## src/ioenc_cfg.svh

```systemverilog
// Purpose: Constants for the slave request size encoder
// Assumes: Included by bare name wherever needed
// Notes:   Definitions only
`ifndef IOENC_CFG_SVH
`define IOENC_CFG_SVH

// ----------------------------------------
// Burst limits
// ----------------------------------------
`define IOENC_BC_W 7
`define IOENC_MAX_BURST_64 7'h20
`define IOENC_MAX_BURST_32 7'h40

// ----------------------------------------
// Flag bit positions
// ----------------------------------------
`define IOENC_FLAG_W 5
`define IOENC_FLG_WR_RANGE 0
`define IOENC_FLG_RD_RANGE 1
`define IOENC_FLG_WR_BURST 2
`define IOENC_FLG_WR_LANES 3
`define IOENC_FLG_WR_ILLEGAL 4

// ----------------------------------------
// Size codes
// ----------------------------------------
`define IOENC_SZ_DW 4'hb
`define IOENC_SZ_4DW 4'hc
`define IOENC_SZ_8DW 4'hd
`define IOENC_SZ_16DW 4'he
`define IOENC_SZ_32DW 4'hf
`define IOENC_SZ_WORD32 4'h8
`define IOENC_LANES_FULL 8'hff

`endif

```

## src/ioenc_pkg.sv

```systemverilog
// Purpose: Types for the slave request size encoder
// Assumes: Nothing
// Notes:   Types only; numbers live in ioenc_cfg.svh
`default_nettype none
package ioenc_pkg;

  typedef struct packed {
    logic       is_write;
    logic       wdptr;
    logic [3:0] size;
    logic       error;
  } ioenc_req_t;

  typedef struct packed {
    logic       ok;
    logic       wdptr;
    logic [3:0] size;
  } ioenc_code_t;

endpackage
`default_nettype wire

```

## src/ioenc_top.sv

```systemverilog
// Purpose: Encode slave read/write bursts into request size fields
// Assumes: Requests come from logic on CLOCK; one request per cycle
// Notes:   WIDE selects the 64-bit datapath, else 32-bit
`include "ioenc_cfg.svh"
`timescale 1ns/1ps
`default_nettype none
module ioenc_top #(
  parameter bit WIDE = 1'b1,
  parameter int BC_W = `IOENC_BC_W
) (
  input wire logic CLOCK, // 200 MHz system clock
  input wire logic RST_N, // Asynchronous reset, active low
  input wire logic RD_REQ, // Read request taken this cycle
  input wire logic [BC_W-1:0] RD_BURSTCOUNT, // Read beats
  input wire logic RD_ADDR2, // Read word address bit 2
  input wire logic RD_BEAT, // One read data beat returned
  input wire logic WR_REQ, // Write request taken this cycle
  input wire logic [BC_W-1:0] WR_BURSTCOUNT, // Write beats
  input wire logic [7:0] WR_BYTEENABLE, // Lanes; narrow uses [3:0]
  input wire logic WR_ADDR2, // Write word address bit 2
  input wire logic [`IOENC_FLAG_W-1:0] FLAG_CLEAR, // Clear flags, pulse
  input wire logic [`IOENC_FLAG_W-1:0] IRQ_ENABLE, // Flag irq enables
  output ioenc_pkg::ioenc_req_t REQ, // Encoded request
  output logic REQ_VALID, // REQ valid, one cycle
  output logic RD_ERROR, // Read burst errored, level
  output logic [`IOENC_FLAG_W-1:0] FLAGS, // Sticky status flags
  output logic MNT_IRQ // Maintenance interrupt
);

  // ----------------------------------------
  // Size functions
  // ----------------------------------------
  // Doubleword count to read size code
  function automatic logic [4:0] rd_code(input logic [BC_W-1:0] n);
    logic [BC_W-1:0] k;
    logic [BC_W-1:0] s;
    k = (n - 1'b1) >> 2;
    s = (k - 2'd2) >> 1;
    if (n <= 1) rd_code = {1'b0, `IOENC_SZ_DW};
    else if (n == 2) rd_code = {1'b1, `IOENC_SZ_DW};
    else if (n <= 4) rd_code = {1'b0, `IOENC_SZ_4DW};
    else if (n <= 8) rd_code = {1'b1, `IOENC_SZ_4DW};
    else rd_code = {k[0], `IOENC_SZ_8DW + s[3:0]};
  endfunction

  // Doubleword count to write size code (legal counts only)
  function automatic logic [4:0] wr_code(input logic [BC_W-1:0] n);
    if (n <= 8 || !WIDE) wr_code = rd_code(n);
    else if (n <= 16) wr_code = {1'b1, `IOENC_SZ_8DW};
    else wr_code = {1'b1, `IOENC_SZ_32DW};
  endfunction

  // ----------------------------------------
  // Request decode
  // ----------------------------------------
  ioenc_pkg::ioenc_code_t lane_code;
  logic [BC_W-1:0] rd_dw;
  logic [BC_W-1:0] wr_dw;
  logic [4:0] rd_enc;
  logic [4:0] wr_enc;
  logic wr_multi;
  logic rd_range;
  logic wr_range;
  logic wr_burst_bad;
  logic wr_lanes_bad;
  logic wr_illegal;
  logic lanes_full;
  logic [`IOENC_FLAG_W-1:0] flag_set;

  ioenc_lanes #(.WIDE(WIDE)) u_lanes (
    .mask(WR_BYTEENABLE),
    .addr2(WR_ADDR2),
    .code(lane_code)
  );

  always_comb begin
    // Narrow path counts in doublewords: two words each
    rd_dw = WIDE ? RD_BURSTCOUNT : BC_W'((RD_BURSTCOUNT + 1'b1) >> 1);
    wr_dw = WIDE ? WR_BURSTCOUNT : BC_W'(WR_BURSTCOUNT >> 1);
    rd_enc = rd_code(rd_dw);
    wr_enc = wr_code(wr_dw);
    wr_multi = WR_BURSTCOUNT > 1;
    lanes_full = WIDE ? (WR_BYTEENABLE == `IOENC_LANES_FULL)
                      : (WR_BYTEENABLE[3:0] == 4'hf);
    rd_range = RD_REQ && RD_BURSTCOUNT > 1 && RD_ADDR2;
    wr_range = WR_REQ && wr_multi && WR_ADDR2;
    wr_burst_bad = WR_REQ && !WIDE && wr_multi
                   && WR_BURSTCOUNT[0];
    wr_lanes_bad = WR_REQ && wr_multi && !lanes_full;
    // Unlisted wide combinations: zero, over-long or unknown mask
    wr_illegal = WR_REQ && WIDE
                 && ((WR_BURSTCOUNT == '0)
                     || (WR_BURSTCOUNT > `IOENC_MAX_BURST_64)
                     || (!wr_multi && !lane_code.ok));
    if (!WIDE && WR_REQ && ((WR_BURSTCOUNT == '0)
        || (WR_BURSTCOUNT > `IOENC_MAX_BURST_32)
        || (!wr_multi && !lane_code.ok)))
      wr_illegal = 1'b1;
    flag_set = '0;
    flag_set[`IOENC_FLG_WR_RANGE] = wr_range;
    flag_set[`IOENC_FLG_RD_RANGE] = rd_range;
    flag_set[`IOENC_FLG_WR_BURST] = wr_burst_bad;
    flag_set[`IOENC_FLG_WR_LANES] = wr_lanes_bad;
    flag_set[`IOENC_FLG_WR_ILLEGAL] = wr_illegal;
  end

  // ----------------------------------------
  // Encoded request output
  // ----------------------------------------
  // Write wins when both arrive; the read is encoded the next time
  // it is presented, so the master must not drop it.
  always_ff @(posedge CLOCK or negedge RST_N) begin
    if (!RST_N) begin
      REQ <= '0;
      REQ_VALID <= 1'b0;
    end else begin
      REQ_VALID <= WR_REQ | RD_REQ;
      if (WR_REQ) begin
        REQ.is_write <= 1'b1;
        REQ.error <= wr_range | wr_burst_bad | wr_lanes_bad | wr_illegal;
        if (wr_multi) begin
          REQ.wdptr <= wr_enc[4];
          REQ.size <= wr_enc[3:0];
        end else begin
          REQ.wdptr <= lane_code.wdptr;
          REQ.size <= lane_code.size;
        end
      end else if (RD_REQ) begin
        REQ.is_write <= 1'b0;
        REQ.error <= rd_range;
        REQ.wdptr <= rd_enc[4];
        REQ.size <= rd_enc[3:0];
      end
    end
  end

  // ----------------------------------------
  // Read error for the whole burst
  // ----------------------------------------
  logic [BC_W-1:0] rd_left_reg;

  always_ff @(posedge CLOCK or negedge RST_N) begin
    if (!RST_N) begin
      rd_left_reg <= '0;
    end else if (RD_REQ && !WR_REQ && rd_range) begin
      rd_left_reg <= RD_BURSTCOUNT;
    end else if (RD_BEAT && rd_left_reg != '0) begin
      rd_left_reg <= rd_left_reg - 1'b1;
    end
  end

  // Only the requested beats are counted, not the rounded size
  assign RD_ERROR = rd_left_reg != '0;

  // ----------------------------------------
  // Sticky flags and interrupt
  // ----------------------------------------
  logic [`IOENC_FLAG_W-1:0] rd_flag_mask;

  always_comb begin
    // A read losing to a simultaneous write is not flagged yet
    rd_flag_mask = '1;
    rd_flag_mask[`IOENC_FLG_RD_RANGE] = ~WR_REQ;
  end

  // Set beats clear in the same cycle
  always_ff @(posedge CLOCK or negedge RST_N) begin
    if (!RST_N) begin
      FLAGS <= '0;
    end else begin
      FLAGS <= (FLAGS & ~FLAG_CLEAR)
               | (flag_set & rd_flag_mask);
    end
  end

  assign MNT_IRQ = |(FLAGS & IRQ_ENABLE);

endmodule
`default_nettype wire

```

## src/ioenc_lanes.sv

```systemverilog
// Purpose: Single-beat write lane mask to wdptr/wrsize
// Assumes: Combinational, mask already sampled
// Notes:   ok low means the mask has no encoding
`include "ioenc_cfg.svh"
`timescale 1ns/1ps
`default_nettype none
module ioenc_lanes #(
  parameter bit WIDE = 1'b1
) (
  input wire logic [7:0] mask, // Byte lanes
  input wire logic addr2, // Word address bit 2 (narrow path)
  output ioenc_pkg::ioenc_code_t code // Encoding
);

  logic [3:0] m4;

  always_comb begin
    m4 = mask[3:0];
    code = '0;
    code.ok = 1'b1;
    if (WIDE) begin
      case (mask)
        8'h80: code = '{1'b1, 1'b0, 4'h0};
        8'h40: code = '{1'b1, 1'b0, 4'h1};
        8'h20: code = '{1'b1, 1'b0, 4'h2};
        8'h10: code = '{1'b1, 1'b0, 4'h3};
        8'h08: code = '{1'b1, 1'b1, 4'h0};
        8'h04: code = '{1'b1, 1'b1, 4'h1};
        8'h02: code = '{1'b1, 1'b1, 4'h2};
        8'h01: code = '{1'b1, 1'b1, 4'h3};
        8'hc0: code = '{1'b1, 1'b0, 4'h5};
        8'he0: code = '{1'b1, 1'b0, 4'h6};
        8'h30: code = '{1'b1, 1'b0, 4'h7};
        8'hf8: code = '{1'b1, 1'b0, 4'h8};
        8'h0c: code = '{1'b1, 1'b1, 4'h8};
        8'h07: code = '{1'b1, 1'b1, 4'h9};
        8'h03: code = '{1'b1, 1'b1, 4'h9};
        8'h1f: code = '{1'b1, 1'b1, 4'ha};
        8'hf0: code = '{1'b1, 1'b0, 4'h8};
        8'h0f: code = '{1'b1, 1'b1, 4'h8};
        8'hfc: code = '{1'b1, 1'b0, 4'h9};
        8'h3f: code = '{1'b1, 1'b1, 4'h9};
        8'hfe: code = '{1'b1, 1'b0, 4'ha};
        8'h7f: code = '{1'b1, 1'b1, 4'ha};
        8'hff: code = '{1'b1, 1'b0, 4'hb};
        default: code = '0;
      endcase
    end else begin
      // Narrow path: upper word when address bit 2 is set
      code.wdptr = ~addr2;
      case (m4)
        4'h8: code.size = 4'h0;
        4'h4: code.size = 4'h1;
        4'h2: code.size = 4'h2;
        4'h1: code.size = 4'h3;
        4'hc: code.size = 4'h4;
        4'he: code.size = 4'h5;
        4'h7: code.size = 4'h5;
        4'h3: code.size = 4'h6;
        4'hf: code.size = `IOENC_SZ_WORD32;
        default: code.ok = 1'b0;
      endcase
    end
  end

endmodule
`default_nettype wire

```

## config.mk

```make
export PLATFORM = sky130hd
export DESIGN_NAME = ioenc_top
export DESIGN_NICKNAME = d
export VERILOG_FILES = /design/src/ioenc_pkg.sv /design/src/ioenc_top.sv /design/src/ioenc_lanes.sv
export VERILOG_INCLUDE_DIRS = /design/src
export SDC_FILE = /design/constraint.sdc
export NUM_CORES = 1
export LEC_CHECK = 0
export BUFFER_PORTS_ARGS = -buffer_cell sky130_fd_sc_hd__buf_2
export CORE_ASPECT_RATIO = 0.9
export CORE_MARGIN = 5
export CORE_UTILIZATION = 50
export CTS_CLUSTER_SIZE = 14
export DETAILED_ROUTE_END_ITERATION = 6
export PLACE_DENSITY_LB_ADDON = 0.2
export RECOVER_POWER = 25
export SKIP_CTS_REPAIR_TIMING = 1
export SYNTH_ARGS = -nofsm -noshare
export SYNTH_HDL_FRONTEND = slang
export SYNTH_SLANG_ARGS = --single-unit
```

## constraint.sdc

```tcl
create_clock -name CLOCK -period 2.2 [get_ports CLOCK]
set_clock_uncertainty 0.15 [all_clocks]
set_input_delay 0.33 -clock CLOCK [delete_from_list [all_inputs] [get_ports CLOCK]]
set_output_delay 0.33 -clock CLOCK [all_outputs]
set_load 0.005 [all_outputs]
```

==> results.toml, run 1 <==
[floorplan]
die_h_microns = 63.3
die_w_microns = 69.2
fp.dieArea_sq_mm = 0.00438
initial_core_util_pct = 51.8
rows = 19
core_area_sq_mm = 0.00304
io_pins = 54

[place]
routabilityCongestion = 0.849
portBuffers = 53
dpl.hpwl_microns = 3360
dp_worst_setup_slack_ns = 0.263

[clock_tree]
insertion_delay_ns = 0.31
numCtsBuffers = 3
cts.sinks = 20
htree_levels = 1
cts_tree = "done"
clk_pin_slew_worst_paths_ns = 0.12
cts_buffer_depth = 2
cts-root-buf = "clkbuf_4"

[worst_hold_path]
min_from = "FLAG_CLEAR[3]"
whs_path_depth = 2
holdPathEnd = "FLAGS[3]"
min_path_type = "input port to register"

[global_route]
grt_pass1_vias = 1623
grt_pass1_wl_microns = 7420
grt_max_degree = 21
antenna_found_initial = 0
grt_use_total_pct = 20.3
grt_remaining_overflow = 0

[setup_path]
setup.worst_path.class = "register to output port"
r2r-start = "rd_left_reg[3]"
cp_data_required_time_ns = 1.72
cp-start-kind = "register"
worstRegToRegCells = 5
r2r_slack_ns = 0.42
reg2reg_to = "rd_left_reg[2]"
worstPathMaxFanout = 9
worst_setup_path_end_kind = "output port"
cp.arrival_ns = 1.55

[drt]
wire_per_inst_microns = 14.8
drc = 0
viasPerCell = 5.71
first_pass_iters = 5
ant_nets = 0
num_vias = 1678
drt_iter0_drc = 180
wl_microns = 4340

[logic_synthesis]
ys_top_cells_by_count = "nand2_1 (21), dfrtp_1 (20), o21ai_0 (18)"
synth_xor_area_share_pct = 4.44
synth-main-ff-cell = "dfrtp_1"
seq_area_frac_synth_pct = 31.7
synth_top_family_by_area = "simple AND/OR/NAND/NOR gates"
synth_edf_count = 0
synth_nets = 240
syn-cell-area_sq_mm = 0.00158
netlist.area_leader.share_pct = 31.7
syn_inst = 199
synth_compound_area_share_pct = 25.9
synthArstFlopShare_pct = 100
yosysWarnings = 0
yosys.area_share.simple_pct = 28.1
synthAdderAreaFrac_pct = 1.59
ys_ff_latch = 20
avgSynthCellArea_sq_um = 7.92
muxShareOfSynthArea_pct = 3.33
yosys-top-cells-area = "dfrtp_1 (32%), o21ai_0 (5.7%), nand2_1 (5.0%), nand3_1 (4.4%), nor2_1 (4.0%)"
yosysMostFrequentCell = "nand2_1"
yosysTopAreaCell = "dfrtp_1"
synth_cell_types = 58

[timing]
finalWorstSetupSlack_ns = 0.172
fmax_ghz = 0.493
slew_headroom_pct = 28.1
grt_setup_unrepaired = "no"
tns_ns = 0
finalCritPeriodShare_pct = 92.2
setup-violations-final = 0
maxSlewViolCount = 0
hold_viol = 0
min_period_ns = 2.03
worst_slew_pin_slew_ns = 1.08

[pwr]
peakVddDrop_uv = 670
powerDensity_mw_per_mm2 = 630
leakagePower_uw = 0.000830

[finish]
diodes = 0
syn2layout_area_growth_pct = 23.6
drive_above_1_share_pct = 26.6
nFillCells = 296
fin_nets = 294

[run]
drv_cap = 0

[status]
status = "completed"
==> layout make-up <==
class | count | area, sq um | share of cell area (%)
multi-input cells | 160 | 998 | 51.3
flip-flops and latches | 20 | 500 | 25.7
repair buffers | 59 | 310 | 15.9
well taps | 42 | 52.6 | 2.70
inverters | 9 | 33.8 | 1.73
clock inverters | 1 | 30.0 | 1.54
clock buffers | 3 | 22.5 | 1.16
==> cells in the final DEF (no fill, tap or decap), types with 3 or more instances in the layout <==
cell      Yosys  final
buf_2         4     52
nand2_1      21     21
dfrtp_1      20     20
o21ai_0      18     18
nor2_1       17     17
nand3_1      14     14
inv_1         9      9
a21oi_1       8      8
nor2b_1       5      5
nand2b_1      5      5
xor2_1        5      5
o22ai_1       5      5
nor3_1        4      4
a21o_1        3      3
mux2i_1       3      3
xnor2_1       3      3
o211ai_1      3      3
clkbuf_4      0      3
buf_4         0      3
==> routing by layer <==
metal	vias to the layer above	wire, microns	global-route usage [%]
met5	-	0	0
met4	0	12	2.44
met3	2	469	7.00
met2	82	1800	29.8
met1	748	2060	29.6
li1	846	-	-
==> report_power, final <==
| group | switching (uW) | total [uW] | leakage (uW) | internal (uW) |
|---|---|---|---|---|
| clock | 123 | 307 | 0.0000279 | 184 |
| combinational | 220 | 406 | 0.000575 | 186 |
| sequential | 65.5 | 515 | 0.000227 | 450 |
| total | 408 | 1230 | 0.000830 | 820 |
==> cells by family (layout without fill, tap and decap cells) <==
group                      after synthesis  in the layout
buffers and inverters                   19             72
muxes                                    5              5
xor gates and xnor gates                 8              8
adders and majority gates                2              2
AOI/OAI and AO/OA                       60             60
and+or+nand+nor                         85             85
DFF                                     20             20
==> worst max-delay path: stages, from the launching register on <==
cell	delay [ns]
dfrtp_1	0.44
nor3_1	0.26
nand3_1	0.31
buf_2	0.23
==> stage by stage <==
step / cell area [sq um] / hold WS (ns) / total power, uW / cells / utilization [%]
after floorplan: 1580 / -0.116 / 779 / 199 / -
after global placement: 1880 / 0.152 / 909 / 288 / 61.8
after detailed placement: 1880 / 0.152 / 916 / 288 / 61.8
after CTS: 1930 / -0.192 / 1230 / 292 / 63.5
after global routing: 1950 / 0.0302 / 1330 / 294 / 64.0
final: 1950 / 0.0362 / 1230 / 294 / 64.0
==> worst max path at each step <==
stage / from / endpoint / slack (ns) / cells past startpoint
6_report: rd_left_reg[3] / RD_ERROR / 0.17 / 3
5_1_grt: rd_left_reg[3] / RD_ERROR / 0.04 / 3
4_1_cts: rd_left_reg[3] / RD_ERROR / 0.18 / 3
3_5_place_dp: WR_BURSTCOUNT[2] / REQ[0] / 0.26 / 6
3_3_place_gp: WR_BYTEENABLE[6] / FLAGS[4] / 0.30 / 6
2_1_floorplan: WR_BURSTCOUNT[2] / REQ[0] / 0.49 / 5
No activity file was read; power rests on OpenSTA's default activity.
==> run 2, diff against run 1 <==
--- a/config.mk
+++ b/config.mk
@@ -13,7 +13,6 @@
 export CTS_CLUSTER_SIZE = 14
 export DETAILED_ROUTE_END_ITERATION = 6
 export PLACE_DENSITY_LB_ADDON = 0.2
-export RECOVER_POWER = 25
 export SKIP_CTS_REPAIR_TIMING = 1
 export SYNTH_ARGS = -nofsm -noshare
 export SYNTH_HDL_FRONTEND = slang
==> results.toml, run 2 (synthesis gave the netlist of run 1 again) <==
[place]
routabilityCongestion = 0.849
placed_cell_area_sq_mm = 0.00188
portBuffers = 53
place_inst = 288
dpl.hpwl_microns = 3360

[drt]
wire_per_inst_microns = 14.7
drc = 0
first_pass_iters = 5
drt_iter0_drc = 180
num_vias = 1686
viasPerCell = 5.73
wl_microns = 4320
ant_nets = 0

[finish]
final_cell_mix = "buf_2 (53), nand2_1 (21), dfrtp_1 (20)"
final_area_sq_mm = 0.00195
layout_commonest_cell = "buf_2"
fin_nets = 294
diodes = 0
stdcell_count = 294
drive_above_1_share_pct = 27.4
syn2layout_area_growth_pct = 23.9
nFillCells = 295

[worst_hold_path]
min_path_type = "input port to register"
min_from = "FLAG_CLEAR[3]"

[clock_tree]
numCtsBuffers = 3
insertion_delay_ns = 0.31
cts.sinks = 20
cts-root-buf = "clkbuf_4"
clk_pin_slew_worst_paths_ns = 0.12
htree_levels = 1
cts_tree = "done"
cts_buffer_depth = 2

[timing]
grt_setup_unrepaired = "no"
finalCritPeriodShare_pct = 92.2
worst_slew_pin_slew_ns = 0.447
maxSlewViolCount = 0
tns_ns = 0
fin_hold_ws_ns = 0.0362
setup-violations-final = 0
slew_headroom_pct = 70.2
hold_viol = 0
min_period_ns = 2.03
fmax_ghz = 0.493

[setup_path]
worstPathMaxFanout = 9
cp-start-kind = "register"
cp_data_required_time_ns = 1.72
setup.worst_path.class = "register to output port"
r2r-start = "rd_left_reg[3]"
worst_setup_path_end_kind = "output port"
startpoint = "rd_left_reg[3]"
cp.arrival_ns = 1.55

[floorplan]
die_h_microns = 63.3
fp.dieArea_sq_mm = 0.00438
rows = 19
core_area_sq_mm = 0.00304
initial_core_util_pct = 51.8
die_w_microns = 69.2
io_pins = 54

[global_route]
grt_pass1_wl_microns = 7420
antenna_found_initial = 0
grt_remaining_overflow = 0
grt_max_degree = 21
grt_use_total_pct = 20.3
grt_pass1_vias = 1623

[pwr]
peakVddDrop_uv = 670
powerDensity_mw_per_mm2 = 629
power_uw = 1230
leakagePower_uw = 0.000836

[status]
status = "completed"

[run]
drv_cap = 0
run 2: cell count changes in the layout (fill, tap and decap cells not counted), sizes merged:
cell / delta
buf: +2
clkbuf: -2
run 2: where the power goes:
| group | total [uW] | internal [uW] | switching [uW] |
|---|---|---|---|
| combinational | 406 | 187 | 219 |
| clock | 307 | 184 | 123 |
| sequential | 515 | 450 | 65.3 |
| total | 1230 | 821 | 407 |
run 2: final cells by class:
type                            count  area (sq um)  share of cell area, %
Sequential cell                    20           500                   25.6
Clock inverter                      1          30.0                   1.54
Tap cell                           42          52.6                   2.69
Inverter                            9          33.8                   1.73
Timing Repair Buffer               59           315                   16.1
Multi-Input combinational cell    160           998                   51.1
Clock buffer                        3          22.5                   1.15
run 2: layer usage:
| layer | wire, microns | share of wire [%] | global-route usage (%) |
|---|---|---|---|
| met1 | 2040 | 47 | 29.6 |
| met4 | 12 | 0.28 | 2.44 |
| met2 | 1820 | 42 | 29.8 |
| met5 | 0 | 0 | 0 |
| met3 | 441 | 10 | 7.00 |
run 2: critical path, stage by stage (launching register included):
cell and delay, ns:
dfrtp_1 0.44, nor3_1 0.26, nand3_1 0.31, buf_2 0.23
run 2: final timing paths:
path | cells past startpoint | to | slack [ns]
max in group asynchronous | 2 | rd_left_reg[5] | 1.24
setup reg to reg | 5 | rd_left_reg[2] | 0.43
hold reg to reg | 1 | REQ[6] | 0.35
setup / recovery | 3 | RD_ERROR | 0.17
hold / removal | 2 | FLAGS[3] | 0.04
min in group asynchronous | 2 | FLAGS[2] | 0.35
run 2: through the flow:
stage	utilization, %	worst slack [ns]
2_1_floorplan	-	0.486
3_3_place_gp	61.8	0.299
3_5_place_dp	61.8	0.263
4_1_cts	63.5	0.185
5_1_grt	64.2	0.0445
6_report	64.2	0.172
==> run 3, diff against run 2 <==
--- a/config.mk
+++ b/config.mk
@@ -12,7 +12,7 @@
 export CORE_UTILIZATION = 50
 export CTS_CLUSTER_SIZE = 14
 export DETAILED_ROUTE_END_ITERATION = 6
-export PLACE_DENSITY_LB_ADDON = 0.2
+export PLACE_DENSITY = 0.86
 export SKIP_CTS_REPAIR_TIMING = 1
 export SYNTH_ARGS = -nofsm -noshare
 export SYNTH_HDL_FRONTEND = slang
==> results.toml, run 3 (synthesis gave the netlist of run 1 again) <==
[status]
status = "completed"

[timing]
fmax_ghz = 0.488
finalCritPeriodShare_pct = 93.2
hold_viol = 0
min_period_ns = 2.05
tns_ns = 0
worst_slew_pin_slew_ns = 0.458
maxSlewViolCount = 0
setup-violations-final = 0
grt_setup_unrepaired = "no"
slew_headroom_pct = 69.1

[drt]
met1_length_microns = 1820
wl_met3_microns = 286
num_vias = 1673
highest_layer = "met3"
wire_per_inst_microns = 13.4
drc = 0
wl_met2_microns = 1810
ant_nets = 0
wl_microns = 3920
drt_iter0_drc = 125
first_pass_iters = 4
viasPerCell = 5.71

[floorplan]
die_w_microns = 69.2
io_pins = 54
die_h_microns = 63.3
initial_core_util_pct = 51.8
fp.dieArea_sq_mm = 0.00438
rows = 19
core_area_sq_mm = 0.00304

[worst_hold_path]
whs_path_depth = 2
min_path_type = "input port to register"

[global_route]
grt_max_degree = 21
grt_remaining_overflow = 0
grt_pass1_vias = 1495
antenna_found_initial = 0
grt_pass1_wl_microns = 6540
grt_use_total_pct = 17.6

[setup_path]
cp.arrival_ns = 1.57
cp_data_required_time_ns = 1.72
worstRegToRegCells = 5
setup.worst_path.class = "register to output port"
cp-start-kind = "register"
worstPathMaxFanout = 9
worst_setup_path_end_kind = "output port"

[pwr]
leakagePower_uw = 0.000825
peakVddDrop_uv = 279
powerDensity_mw_per_mm2 = 591

[place]
dpl.hpwl_microns = 3150
portBuffers = 53
placed_cell_area_sq_mm = 0.00188
routabilityCongestion = 0.884

[finish]
diodes = 0
drive_above_1_share_pct = 27.5
final_cell_mix = "buf_2 (53), nand2_1 (21), dfrtp_1 (20)"
layout_commonest_cell = "buf_2"
syn2layout_area_growth_pct = 22.2
fin_nets = 293
final_area_sq_mm = 0.00193

[clock_tree]
insertion_delay_ns = 0.31
cts_tree = "done"
cts.sinks = 20
numCtsBuffers = 3
cts_buffer_depth = 2
clk_pin_slew_worst_paths_ns = 0.12
htree_levels = 1
cts-root-buf = "clkbuf_4"

[run]
drv_cap = 0
==> run 3: worst paths after layout <==
kind | slack (ns) | start | endpoint
setup reg to reg | 0.40 | rd_left_reg[3] | rd_left_reg[6]
setup / recovery | 0.15 | rd_left_reg[3] | RD_ERROR
min in group asynchronous | 0.33 | RST_N | rd_left_reg[3]
hold reg to reg | 0.35 | REQ[6] | REQ[6]
max in group asynchronous | 1.25 | RST_N | REQ[0]
hold / removal | 0.01 | FLAG_CLEAR[2] | FLAGS[2]
==> run 3: worst max-delay path: stages (launching register included) <==
cell and delay, ns:
dfrtp_1 0.45, nor3_1 0.27, nand3_1 0.31, buf_2 0.23
==> run 3: cell type report <==
cell class                      instances  area (sq um)
Sequential cell                        20           500
Tap cell                               42          52.6
Timing Repair Buffer                   58           305
Clock buffer                            4          36.3
Fill cell                             280          1120
Multi-Input combinational cell        160           998
Inverter                                9          33.8
==> run 3: metal layers <==
| metal | track usage, % | vias up |
|---|---|---|
| li1 | - | 841 |
| met1 | 24.5 | 774 |
| met2 | 28.1 | 58 |
| met3 | 3.18 | 0 |
| met4 | 4.88 | 0 |
| met5 | 0 | - |
==> run 3: report_power, final <==
part           switching [uW]  total (uW)  leakage, uW  internal, uW
Sequential               62.6         512     0.000227           449
Clock                     121         222    0.0000210           101
Combinational             217         405     0.000577           188
Total                     401        1140     0.000825           738
==> run 3: stage by stage <==
step	instances	hold WS, ns	setup WS, ns	total power (uW)	utilization, %
2_1_floorplan	199	-0.116	0.486	779	-
3_3_place_gp	288	0.148	0.286	906	61.8
3_5_place_dp	288	0.149	0.285	917	61.8
4_1_cts	292	-0.189	0.186	1130	63.0
5_1_grt	293	0.00393	0.0167	1230	63.3
6_report	293	0.0107	0.150	1140	63.3
